<file path="src/adu_cfg.svh">
`ifndef ADU_CFG_SVH
`define ADU_CFG_SVH

// link command codes
`define ADU_SYNC_BYTE 8'h55
`define ADU_CMD_RESET 8'h06
`define ADU_CMD_SLEEP 8'h02
`define ADU_CMD_START 8'h08
`define ADU_CMD_RDATA 8'h10
`define ADU_CMD_REGISTER_WRITE_CMD_HI 4'h4
`define ADU_CMD_REGISTER_READBACK_CMD_HI 4'h2

// configuration store
`define ADU_NREG 5
`define ADU_REG_RST 8'h00
`define ADU_REG_MUX 3'h0
`define ADU_REG_MODE 3'h1
`define ADU_REG_PINS 3'h4
`define ADU_SEL_MSB 7
`define ADU_SEL_LSB 4
`define ADU_SEL_SHORT 4'he
`define ADU_CONT_BIT 3
`define ADU_RDY_SEL_BIT 3
`define ADU_DIR_LSB 4
`define ADU_RDY_PIN 2

// timing
`define ADU_CLK_MHZ 20
`define ADU_RSRX_NS 50000
`define ADU_CONV_US 500
`define ADU_BAUD_RST 20'h000a7
`define ADU_RX_EDGES 3'h3

`endif

</file>
<file path="src/adu_pkg.sv">
package adu_pkg;
	typedef enum logic [2:0] {ADU_RX_IDLE, ADU_RX_BAUD, ADU_RX_TAIL, ADU_RX_START,
		ADU_RX_DATA, ADU_RX_STOP} adu_rx_st_t;
	typedef enum logic [1:0] {ADU_CM_SYNC, ADU_CM_CMD, ADU_CM_WDATA, ADU_CM_HOLD} adu_cm_st_t;
	typedef enum logic {ADU_TX_IDLE, ADU_TX_BUSY} adu_tx_st_t;
endpackage

</file>
<file path="src/adu_buf.sv">
`timescale 1ns/10ps
// two-entry buffer; in_ready falls only when both entries hold words
module adu_buf #(
	parameter int W = 8
) (
	input wire logic clk,
	input wire logic nrst,
	input wire logic in_valid,
	input wire logic [W-1:0] in_data,
	output logic in_ready,
	output logic out_valid,
	output logic [W-1:0] out_data,
	input wire logic out_ready
);
	import adu_pkg::*;
	logic [W-1:0] mem_r [2];
	logic [W-1:0] mem_nxt [2];
	logic wp_r, wp_nxt, rp_r, rp_nxt;
	logic [1:0] cnt_r, cnt_nxt;
	logic wr, rd;

	assign in_ready = (cnt_r != 2'h2);
	assign out_valid = (cnt_r != 2'h0);
	assign out_data = mem_r[rp_r];

	always_comb begin
		wr = in_valid & in_ready;
		rd = out_valid & out_ready;
		mem_nxt = mem_r;
		wp_nxt = wp_r;
		rp_nxt = rp_r;
		cnt_nxt = cnt_r;
		if (wr) begin
			mem_nxt[wp_r] = in_data;
			wp_nxt = ~wp_r;
		end
		if (rd) begin
			rp_nxt = ~rp_r;
		end
		if (wr & ~rd) begin
			cnt_nxt = cnt_r + 2'h1;
		end else if (rd & ~wr) begin
			cnt_nxt = cnt_r - 2'h1;
		end
	end

	always_ff @(posedge clk) begin
		if (!nrst) begin
			wp_r <= 1'b0;
			rp_r <= 1'b0;
			cnt_r <= 2'h0;
		end else begin
			wp_r <= wp_nxt;
			rp_r <= rp_nxt;
			cnt_r <= cnt_nxt;
		end
		mem_r <= mem_nxt;
	end
endmodule

</file>
<file path="src/adu_cmd.sv">
`timescale 1ns/10ps
`include "adu_cfg.svh"
// Behaviour
// - link characters are 8 data bits, no parity, one stop bit
// - sync, write command 4xh, one data byte stored in selected register
// - sync then read command 2xh returns the selected register contents
// - start command 08h begins conversions, continuous when so configured
// - shared pin as data-ready output goes low on each new result
// - sync then 10h returns the conversion result as two bytes
// - power-down command 02h stops converting and enters sleep
// - input selector 1110 shorts both converter inputs to mid-supply
// - after reset every general pin acts as an input
// - receive baud rate is measured from each sync byte
// - writing 48h to register 04h makes the shared pin data-ready
module adu_cmd #(
	parameter int CNT_W = 20,
	parameter int CONV_CYC = `ADU_CONV_US * `ADU_CLK_MHZ,
	parameter int RSRX_CYC = (`ADU_RSRX_NS * `ADU_CLK_MHZ + 999) / 1000
) (
	input wire logic clk,
	input wire logic nrst,
	input wire logic rx_pin_i,
	output logic tx_pin_o,
	input wire logic [15:0] sample_i,
	input wire logic general_pin_zero_i,
	output logic general_pin_zero_o,
	output logic general_pin_zero_oe,
	input wire logic general_pin_one_i,
	output logic general_pin_one_o,
	output logic general_pin_one_oe,
	input wire logic shared_pin_two_i,
	output logic shared_pin_two_o,
	output logic shared_pin_two_oe,
	output logic converting_o,
	output logic asleep_o,
	output logic short_inputs_o,
	output logic [3:0] input_selector_field_o
);
	import adu_pkg::*;

	// ---------------- receiver with autobaud ----------------
	logic rx_s1_r, rx_s2_r, rx_d_r;
	adu_rx_st_t rx_st_r, rx_st_nxt;
	logic [CNT_W-1:0] cnt_r, cnt_nxt, baud_r, baud_nxt, half;
	logic [2:0] edges_r, edges_nxt, bit_r, bit_nxt;
	logic [7:0] sh_r, sh_nxt, byte_r, byte_nxt;
	logic byte_v_r, byte_v_nxt, sync_v_r, sync_v_nxt;
	logic fall, need_sync;

	assign fall = rx_d_r & ~rx_s2_r;
	assign half = baud_r >> 1;

	always_comb begin
		rx_st_nxt = rx_st_r;
		cnt_nxt = cnt_r + CNT_W'(1);
		edges_nxt = edges_r;
		bit_nxt = bit_r;
		sh_nxt = sh_r;
		baud_nxt = baud_r;
		byte_nxt = byte_r;
		byte_v_nxt = 1'b0;
		sync_v_nxt = 1'b0;
		unique case (rx_st_r)
			ADU_RX_IDLE: begin
				cnt_nxt = '0;
				edges_nxt = 3'h0;
				if (fall) begin
					rx_st_nxt = need_sync ? ADU_RX_BAUD : ADU_RX_START;
				end
			end
			ADU_RX_BAUD: begin
				// 55h gives a falling edge every two bits: four more edges span eight bits
				if (fall) begin
					edges_nxt = edges_r + 3'h1;
					if (edges_r == `ADU_RX_EDGES) begin
						baud_nxt = cnt_nxt >> 3;
						cnt_nxt = '0;
						rx_st_nxt = ADU_RX_TAIL;
					end
				end
			end
			ADU_RX_TAIL: begin
				if (cnt_r == baud_r + half) begin
					sync_v_nxt = rx_s2_r;
					rx_st_nxt = ADU_RX_IDLE;
				end
			end
			ADU_RX_START: begin
				if (cnt_r == half) begin
					cnt_nxt = '0;
					bit_nxt = 3'h0;
					rx_st_nxt = rx_s2_r ? ADU_RX_IDLE : ADU_RX_DATA;
				end
			end
			ADU_RX_DATA: begin
				if (cnt_r == baud_r - CNT_W'(1)) begin
					cnt_nxt = '0;
					sh_nxt = {rx_s2_r, sh_r[7:1]};
					bit_nxt = bit_r + 3'h1;
					if (bit_r == 3'h7) begin
						rx_st_nxt = ADU_RX_STOP;
					end
				end
			end
			ADU_RX_STOP: begin
				if (cnt_r == baud_r - CNT_W'(1)) begin
					// a low stop bit is a framing error: the byte is dropped
					byte_v_nxt = rx_s2_r;
					byte_nxt = sh_r;
					rx_st_nxt = ADU_RX_IDLE;
				end
			end
		endcase
	end

	always_ff @(posedge clk) begin
		if (!nrst) begin
			rx_s1_r <= 1'b1;
			rx_s2_r <= 1'b1;
			rx_d_r <= 1'b1;
			rx_st_r <= ADU_RX_IDLE;
			cnt_r <= '0;
			baud_r <= CNT_W'(`ADU_BAUD_RST);
			edges_r <= 3'h0;
			bit_r <= 3'h0;
			sh_r <= 8'h00;
			byte_r <= 8'h00;
			byte_v_r <= 1'b0;
			sync_v_r <= 1'b0;
		end else begin
			rx_s1_r <= rx_pin_i;
			rx_s2_r <= rx_s1_r;
			rx_d_r <= rx_s2_r;
			rx_st_r <= rx_st_nxt;
			cnt_r <= cnt_nxt;
			baud_r <= baud_nxt;
			edges_r <= edges_nxt;
			bit_r <= bit_nxt;
			sh_r <= sh_nxt;
			byte_r <= byte_nxt;
			byte_v_r <= byte_v_nxt;
			sync_v_r <= sync_v_nxt;
		end
	end

	// ---------------- command decoder and register store ----------------
	adu_cm_st_t cm_st_r, cm_st_nxt;
	logic [7:0] cfg_r [`ADU_NREG];
	logic [7:0] cfg_nxt [`ADU_NREG];
	logic [2:0] sel_r, sel_nxt;
	logic [CNT_W-1:0] hold_r, hold_nxt;
	logic start_p_r, start_p_nxt, sleep_p_r, sleep_p_nxt, rst_p_r, rst_p_nxt, rd_p_r, rd_p_nxt;
	logic push_v_r, push_v_nxt, pend_r, pend_nxt;
	logic [7:0] push_b_r, push_b_nxt, pend_b_r, pend_b_nxt, rd_val;
	logic [2:0] pin_sync, pin_s1_r, pin_s2_r, pin_in;
	logic buf_in_ready;
	logic [15:0] result_r;

	assign need_sync = (cm_st_r != ADU_CM_CMD) && (cm_st_r != ADU_CM_WDATA);
	assign pin_in = {shared_pin_two_i, general_pin_one_i, general_pin_zero_i};
	assign pin_sync = pin_s2_r;

	always_comb begin
		rd_val = cfg_r[byte_r[3:1]];
		// pin register reads back the live level of pins set as inputs
		if (byte_r[3:1] == `ADU_REG_PINS) begin
			rd_val[2:0] = (cfg_r[`ADU_REG_PINS][6:4] & cfg_r[`ADU_REG_PINS][2:0])
				| (~cfg_r[`ADU_REG_PINS][6:4] & pin_sync);
		end
	end

	always_comb begin
		cm_st_nxt = cm_st_r;
		cfg_nxt = cfg_r;
		sel_nxt = sel_r;
		hold_nxt = hold_r + CNT_W'(1);
		start_p_nxt = 1'b0;
		sleep_p_nxt = 1'b0;
		rst_p_nxt = 1'b0;
		rd_p_nxt = 1'b0;
		push_v_nxt = push_v_r;
		push_b_nxt = push_b_r;
		pend_nxt = pend_r;
		pend_b_nxt = pend_b_r;
		if (push_v_r && buf_in_ready) begin
			push_v_nxt = pend_r;
			push_b_nxt = pend_b_r;
			pend_nxt = 1'b0;
		end
		unique case (cm_st_r)
			ADU_CM_SYNC: begin
				if (sync_v_r) begin
					cm_st_nxt = ADU_CM_CMD;
				end
			end
			ADU_CM_CMD: begin
				if (byte_v_r) begin
					cm_st_nxt = ADU_CM_SYNC;
					if (byte_r == `ADU_CMD_RESET) begin
						for (int i = 0; i < `ADU_NREG; i++) begin
							cfg_nxt[i] = `ADU_REG_RST;
						end
						rst_p_nxt = 1'b1;
						hold_nxt = '0;
						cm_st_nxt = ADU_CM_HOLD;
					end else if (byte_r == `ADU_CMD_SLEEP) begin
						sleep_p_nxt = 1'b1;
					end else if (byte_r == `ADU_CMD_START) begin
						start_p_nxt = 1'b1;
					end else if (byte_r == `ADU_CMD_RDATA) begin
						// result goes out high byte first
						push_v_nxt = 1'b1;
						push_b_nxt = result_r[15:8];
						pend_nxt = 1'b1;
						pend_b_nxt = result_r[7:0];
						rd_p_nxt = 1'b1;
					end else if (byte_r[7:4] == `ADU_CMD_REGISTER_WRITE_CMD_HI) begin
						if (32'(byte_r[3:1]) < `ADU_NREG) begin
							sel_nxt = byte_r[3:1];
							cm_st_nxt = ADU_CM_WDATA;
						end
					end else if (byte_r[7:4] == `ADU_CMD_REGISTER_READBACK_CMD_HI) begin
						if (32'(byte_r[3:1]) < `ADU_NREG) begin
							push_v_nxt = 1'b1;
							push_b_nxt = rd_val;
						end
					end
				end
			end
			ADU_CM_WDATA: begin
				if (byte_v_r) begin
					cfg_nxt[sel_r] = byte_r;
					cm_st_nxt = ADU_CM_SYNC;
				end
			end
			ADU_CM_HOLD: begin
				// bytes arriving inside the reset-to-receive delay are ignored
				if (hold_r == CNT_W'(RSRX_CYC - 1)) begin
					cm_st_nxt = ADU_CM_SYNC;
				end
			end
		endcase
	end

	always_ff @(posedge clk) begin
		if (!nrst) begin
			cm_st_r <= ADU_CM_SYNC;
			for (int i = 0; i < `ADU_NREG; i++) begin
				cfg_r[i] <= `ADU_REG_RST;
			end
			sel_r <= 3'h0;
			hold_r <= '0;
			start_p_r <= 1'b0;
			sleep_p_r <= 1'b0;
			rst_p_r <= 1'b0;
			rd_p_r <= 1'b0;
			push_v_r <= 1'b0;
			push_b_r <= 8'h00;
			pend_r <= 1'b0;
			pend_b_r <= 8'h00;
		end else begin
			cm_st_r <= cm_st_nxt;
			cfg_r <= cfg_nxt;
			sel_r <= sel_nxt;
			hold_r <= hold_nxt;
			start_p_r <= start_p_nxt;
			sleep_p_r <= sleep_p_nxt;
			rst_p_r <= rst_p_nxt;
			rd_p_r <= rd_p_nxt;
			push_v_r <= push_v_nxt;
			push_b_r <= push_b_nxt;
			pend_r <= pend_nxt;
			pend_b_r <= pend_b_nxt;
		end
	end

	// ---------------- conversion sequencer ----------------
	logic conv_on_r, conv_on_nxt, asleep_r, asleep_nxt, rdy_n_r, rdy_n_nxt, short_r, short_nxt;
	logic [CNT_W-1:0] conv_cnt_r, conv_cnt_nxt;
	logic [15:0] result_nxt;

	always_comb begin
		conv_on_nxt = conv_on_r;
		asleep_nxt = asleep_r;
		rdy_n_nxt = rdy_n_r;
		conv_cnt_nxt = conv_cnt_r;
		result_nxt = result_r;
		short_nxt = (cfg_r[`ADU_REG_MUX][`ADU_SEL_MSB:`ADU_SEL_LSB] == `ADU_SEL_SHORT);
		if (rd_p_r || rst_p_r) begin
			rdy_n_nxt = 1'b1;
		end
		if (rst_p_r || sleep_p_r) begin
			conv_on_nxt = 1'b0;
			asleep_nxt = sleep_p_r;
		end else if (start_p_r) begin
			conv_on_nxt = 1'b1;
			asleep_nxt = 1'b0;
			conv_cnt_nxt = '0;
		end else if (conv_on_r) begin
			conv_cnt_nxt = conv_cnt_r + CNT_W'(1);
			if (conv_cnt_r == CNT_W'(CONV_CYC - 1)) begin
				conv_cnt_nxt = '0;
				result_nxt = sample_i;
				// a fresh result beats a read-out clear in the same cycle
				rdy_n_nxt = 1'b0;
				conv_on_nxt = cfg_r[`ADU_REG_MODE][`ADU_CONT_BIT];
			end
		end
	end

	always_ff @(posedge clk) begin
		if (!nrst) begin
			conv_on_r <= 1'b0;
			asleep_r <= 1'b0;
			rdy_n_r <= 1'b1;
			conv_cnt_r <= '0;
			result_r <= 16'h0000;
			short_r <= 1'b0;
		end else begin
			conv_on_r <= conv_on_nxt;
			asleep_r <= asleep_nxt;
			rdy_n_r <= rdy_n_nxt;
			conv_cnt_r <= conv_cnt_nxt;
			result_r <= result_nxt;
			short_r <= short_nxt;
		end
	end

	// ---------------- general pins ----------------
	logic [2:0] pin_o_r, pin_oe_r, pin_o_nxt, pin_oe_nxt;
	logic rdy_sel;

	assign rdy_sel = cfg_r[`ADU_REG_PINS][`ADU_RDY_SEL_BIT];

	genvar k;
	generate
		for (k = 0; k < 3; k++) begin : g_pin
			always_comb begin
				pin_oe_nxt[k] = cfg_r[`ADU_REG_PINS][`ADU_DIR_LSB + k];
				pin_o_nxt[k] = cfg_r[`ADU_REG_PINS][k];
				if (k == `ADU_RDY_PIN && rdy_sel) begin
					pin_oe_nxt[k] = 1'b1;
					pin_o_nxt[k] = rdy_n_r;
				end
			end
			always_ff @(posedge clk) begin
				if (!nrst) begin
					pin_s1_r[k] <= 1'b0;
					pin_s2_r[k] <= 1'b0;
					pin_o_r[k] <= 1'b0;
					pin_oe_r[k] <= 1'b0;
				end else begin
					pin_s1_r[k] <= pin_in[k];
					pin_s2_r[k] <= pin_s1_r[k];
					pin_o_r[k] <= pin_o_nxt[k];
					pin_oe_r[k] <= pin_oe_nxt[k];
				end
			end
		end
	endgenerate

	// ---------------- transmitter ----------------
	adu_tx_st_t tx_st_r, tx_st_nxt;
	logic [9:0] tx_sh_r, tx_sh_nxt;
	logic [3:0] tx_n_r, tx_n_nxt;
	logic [CNT_W-1:0] tx_cnt_r, tx_cnt_nxt;
	logic txd_r, txd_nxt, out_v, out_rdy;
	logic [7:0] out_b;

	adu_buf #(.W(8)) u_buf (
		.clk(clk),
		.nrst(nrst),
		.in_valid(push_v_r),
		.in_data(push_b_r),
		.in_ready(buf_in_ready),
		.out_valid(out_v),
		.out_data(out_b),
		.out_ready(out_rdy)
	);

	assign out_rdy = (tx_st_r == ADU_TX_IDLE);

	always_comb begin
		tx_st_nxt = tx_st_r;
		tx_sh_nxt = tx_sh_r;
		tx_n_nxt = tx_n_r;
		tx_cnt_nxt = tx_cnt_r + CNT_W'(1);
		txd_nxt = 1'b1;
		unique case (tx_st_r)
			ADU_TX_IDLE: begin
				if (out_v) begin
					tx_sh_nxt = {1'b1, out_b, 1'b0};
					tx_n_nxt = 4'h0;
					tx_cnt_nxt = '0;
					tx_st_nxt = ADU_TX_BUSY;
				end
			end
			ADU_TX_BUSY: begin
				txd_nxt = tx_sh_r[0];
				if (tx_cnt_r == baud_r - CNT_W'(1)) begin
					tx_cnt_nxt = '0;
					tx_sh_nxt = {1'b1, tx_sh_r[9:1]};
					tx_n_nxt = tx_n_r + 4'h1;
					if (tx_n_r == 4'h9) begin
						tx_st_nxt = ADU_TX_IDLE;
					end
				end
			end
		endcase
	end

	always_ff @(posedge clk) begin
		if (!nrst) begin
			tx_st_r <= ADU_TX_IDLE;
			tx_sh_r <= 10'h3ff;
			tx_n_r <= 4'h0;
			tx_cnt_r <= '0;
			txd_r <= 1'b1;
		end else begin
			tx_st_r <= tx_st_nxt;
			tx_sh_r <= tx_sh_nxt;
			tx_n_r <= tx_n_nxt;
			tx_cnt_r <= tx_cnt_nxt;
			txd_r <= txd_nxt;
		end
	end

	assign tx_pin_o = txd_r;
	assign {shared_pin_two_o, general_pin_one_o, general_pin_zero_o} = pin_o_r;
	assign {shared_pin_two_oe, general_pin_one_oe, general_pin_zero_oe} = pin_oe_r;
	assign converting_o = conv_on_r;
	assign asleep_o = asleep_r;
	assign short_inputs_o = short_r;
	assign input_selector_field_o = cfg_r[`ADU_REG_MUX][`ADU_SEL_MSB:`ADU_SEL_LSB];
endmodule

</file>
<file path="config.mk">
export PLATFORM = sky130hd
export DESIGN_NAME = adu_cmd
export DESIGN_NICKNAME = d
export VERILOG_FILES = /design/src/adu_pkg.sv /design/src/adu_buf.sv /design/src/adu_cmd.sv
export VERILOG_INCLUDE_DIRS = /design/src
export SDC_FILE = /design/constraint.sdc
export NUM_CORES = 1
export LEC_CHECK = 0
export BUFFER_PORTS_ARGS = -buffer_cell sky130_fd_sc_hd__buf_4
export CAP_MARGIN = 20
export CELL_PAD_IN_SITES_DETAIL_PLACEMENT = 0
export CELL_PAD_IN_SITES_GLOBAL_PLACEMENT = 1
export CORE_ASPECT_RATIO = 1.25
export CORE_MARGIN = 3
export CORE_UTILIZATION = 35
export CTS_CLUSTER_DIAMETER = 80
export DETAILED_ROUTE_END_ITERATION = 8
export PLACE_DENSITY_LB_ADDON = 0.05
export SETUP_SLACK_MARGIN = 0.1
export SLEW_MARGIN = 20
export SYNTH_ARGS = -nofsm -noshare
export SYNTH_HDL_FRONTEND = slang
export SYNTH_SLANG_ARGS = --single-unit
</file>
<file path="constraint.sdc">
create_clock -name clk -period 6.56 [get_ports clk]
set_input_delay 0.984 -clock clk [delete_from_list [all_inputs] [get_ports clk]]
set_output_delay 0.984 -clock clk [all_outputs]
set_load 0.005 [all_outputs]
</file>
==> impl_metrics.py <==
metrics = {
    "status": {
        "status": "completed",
    },
    "layout": {
        "nets": 1618,
        "fin_area_sq_um": 15100,
        "antenna_cells": 0,
        "fill_cells": 3910,
        "syn2layout_area_growth_pct": 11.2,
        "drive_gt1_share_pct": 7.16,
    },
    "worst_setup_path": {
        "critical_path_arrival_ns": 4.21,
        "cp-start-kind": "flop",
        "cp_cell_sequence": "inv_1 > ha_1 > nor3b_1 > o21a_1 > nand3b_1 > a2111oi_0 > nand4_2 > o31ai_1 > a221o_1 > nor2_1",
        "critPathSlowestCell": "a221o_1",
        "cp-end-kind": "flop",
        "ff2ff_setup_slack_ns": 2.76,
        "slowest_delay_ns": 0.73,
        "crit_path_max_fanout": 20,
        "required_ns": 6.96,
        "crit_type": "flop to flop",
        "crit_family": "compound AO/OA/AOI/OAI gates",
        "path_buf_inv": 1,
    },
    "drt": {
        "antenna_left": 0,
        "wire_per_inst_microns": 18.9,
        "drt-vias-per-instance": 5.19,
        "drt_iter0_markers": 485,
        "routed_wl_mm": 38.8,
        "post-route-drc-count": 0,
        "num_vias": 10666,
        "first_pass_iters": 5,
    },
    "power": {
        "p_per_area_nw_per_um2": 243,
        "p_leak_nw": 5.52,
        "peakVddDrop_uv": 179,
    },
    "synthesis": {
        "synth_warnings": 0,
        "synth-seq-area-share_pct": 39.7,
        "synth_common_cells": "245 x dfxtp_1, 240 x nor2_1, 110 x nand2_1",
        "synth_area_leader_cell": "dfxtp_1",
        "yosys.area.top_type_share_pct": 36.2,
        "synth_cell_types": 74,
        "synth_seq_cells": 261,
        "yosysMostFrequentCell": "dfxtp_1",
        "postSynth.asyncResetShare_pct": 0,
        "synthCells": 1571,
        "yosys_most_used_dff": "dfxtp_1",
        "syn-cell-area_sq_um": 13600,
        "postSynthNetCount": 1645,
        "synth_area_leaders": "dfxtp_1 36%, nor2_1 6.6%, xnor2_1 5.4%, mux2i_1 5.0%, xor2_1 4.8%",
        "syn-mean-instance-area_sq_um": 8.63,
        "synth_edf_count": 16,
    },
    "worst_hold_path": {
        "min_path_type": "flop to flop",
    },
    "timing": {
        "fin_crit_ns": 3.80,
        "rsz0062_at_grt": "false",
        "period_share_pct": 58.0,
        "setup_violations": 0,
        "fmax_ghz": 0.263,
        "worst_pin_slew_ns": 0.933,
        "finalClockSkew_ns": 0.0221,
        "drv_slew": 0,
        "slew-limit-headroom_pct": 37.3,
        "setup_tns_ns": 0,
        "setup_ws_ns": 2.76,
        "finalHoldViolations": 0,
    },
    "placed_design": {
        "place_area_sq_um": 14100,
        "io_buffers": 35,
        "gp_congestion": 0.851,
        "dp_hpwl_mm": 28.6,
        "place_ws_ns": 2.74,
    },
    "flow_run": {
        "max-cap-violations": 0,
    },
    "global_route": {
        "track_usage_pct": 18.7,
        "grt_pass1_vias": 10777,
        "grt_pass1_wl_mm": 61.2,
        "grt_overflow": 0,
        "antenna_found_initial": 0,
        "grt_max_degree": 67,
    },
    "floorplan": {
        "die_h_microns": 226,
        "die_width_microns": 182,
        "fp-row-count": 80,
        "core_area_sq_um": 38200,
        "die-area_sq_um": 41200,
        "start_util_pct": 35.5,
        "io_pins": 36,
    },
    "clock_network": {
        "cts_buffers": 30,
        "insertion_delay_ns": 0.56,
        "tritoncts": "yes",
        "cts_root_buf": "clkbuf_16",
        "htreeDepth": 1,
        "ctsResizeCount": 0,
        "postCtsSetupBuffers": 0,
        "ctsHoldBuffers": 0,
        "clock_sinks": 261,
        "clk_pin_slew_ns": 0.06,
        "clock_path_buffers": 3,
    },
}
==> final timing paths <==
kind | cells past startpoint | endpoint | start
setup / recovery | 10 | cnt_r[4] | baud_r[2]
hold / removal | 1 | rx_s2_r | rx_s1_r
hold reg to reg | 1 | rx_s2_r | rx_s1_r
setup reg to reg | 10 | cnt_r[4] | baud_r[2]
==> through the flow <==
stage	util [%]	hold slack, ns	total power, mW	std cells
2_1_floorplan	-	0.386	1.95	1571
6_report	39.5	0.405	3.67	2057
3_3_place_gp	36.9	0.390	2.03	2003
5_1_grt	39.5	0.422	3.83	2057
3_5_place_dp	36.9	0.398	2.04	2004
4_1_cts	39.5	0.406	3.73	2057
==> power by group <==
group	total (mW)	switching, mW	internal [mW]
Combinational	0.272	0.159	0.113
Sequential	1.72	0.0675	1.65
Clock	1.67	0.674	0.999
Total	3.67	0.901	2.76
==> cell families (layout without fill, tap and decap cells) <==
kind of cell               count (synthesis)  after routing  share of synthesized area (%)
xor gates and xnor gates                 160            160                           10.5
DFF                                      261            261                           39.7
AOI/OAI and AO/OA                        262            262                           12.9
muxes                                     72             72                           5.60
adders and majority gates                 52             52                           4.85
buffers and inverters                    151            145                           4.44
and+or+nand+nor                          613            613                           22.1
==> area by class of cell <==
class                   instances  area [sq um]  share of cell area (%)
repair buffers                 46           343                    2.27
well taps                     492           616                    4.08
clock inverters                 7          95.1                   0.630
flip-flops and latches        261          5390                    35.7
multi-input cells            1159          7590                    50.3
clock buffers                  46           882                    5.85
inverters                      46           174                    1.15
==> cell usage in the layout, fill, tap and decap left out, drive strengths merged, types with 7 or more instances in the layout <==
master / count
nand3b: 9
and2: 15
nor3b: 7
nor3: 26
nor2: 240
o21ai: 35
o221ai: 8
o211ai: 14
xnor2: 84
o31ai: 9
dfxtp: 245
nor4: 21
ha: 51
a21oi: 76
mux2i: 68
nand4: 36
a31oi: 10
a22o: 16
o21a: 10
buf: 46
inv: 46
a22oi: 26
edfxtp: 16
nand2b: 19
and3: 16
nand3: 60
nor2b: 14
nor4b: 7
clkbuf: 46
xor2: 75
or3: 9
nand2: 110
a211oi: 18
a21o: 11
==> registers in the layout, summed over array words and instances, names as in the netlist, 4 cells and up <==
register	flops
baud_r	17
byte_r	8
cfg_r	36
cnt_r	20
conv_cnt_r	20
hold_r	20
input_selector_field_o	4
pend_b_r	8
push_b_r	8
result_r	16
sh_r	8
tx_cnt_r	20
tx_n_r	4
tx_sh_r	9
u_buf.mem_r	16
==> routing by layer <==
layer | GRT usage, % | wire, microns | up-vias
li1 | - | - | 5421
met1 | 20.8 | 15700 | 5064
met2 | 36.2 | 20700 | 118
met3 | 2.34 | 1050 | 63
met4 | 6.59 | 1300 | 0
met5 | 0 | 0 | -
Note: power is estimated with default switching activity, not from simulation.
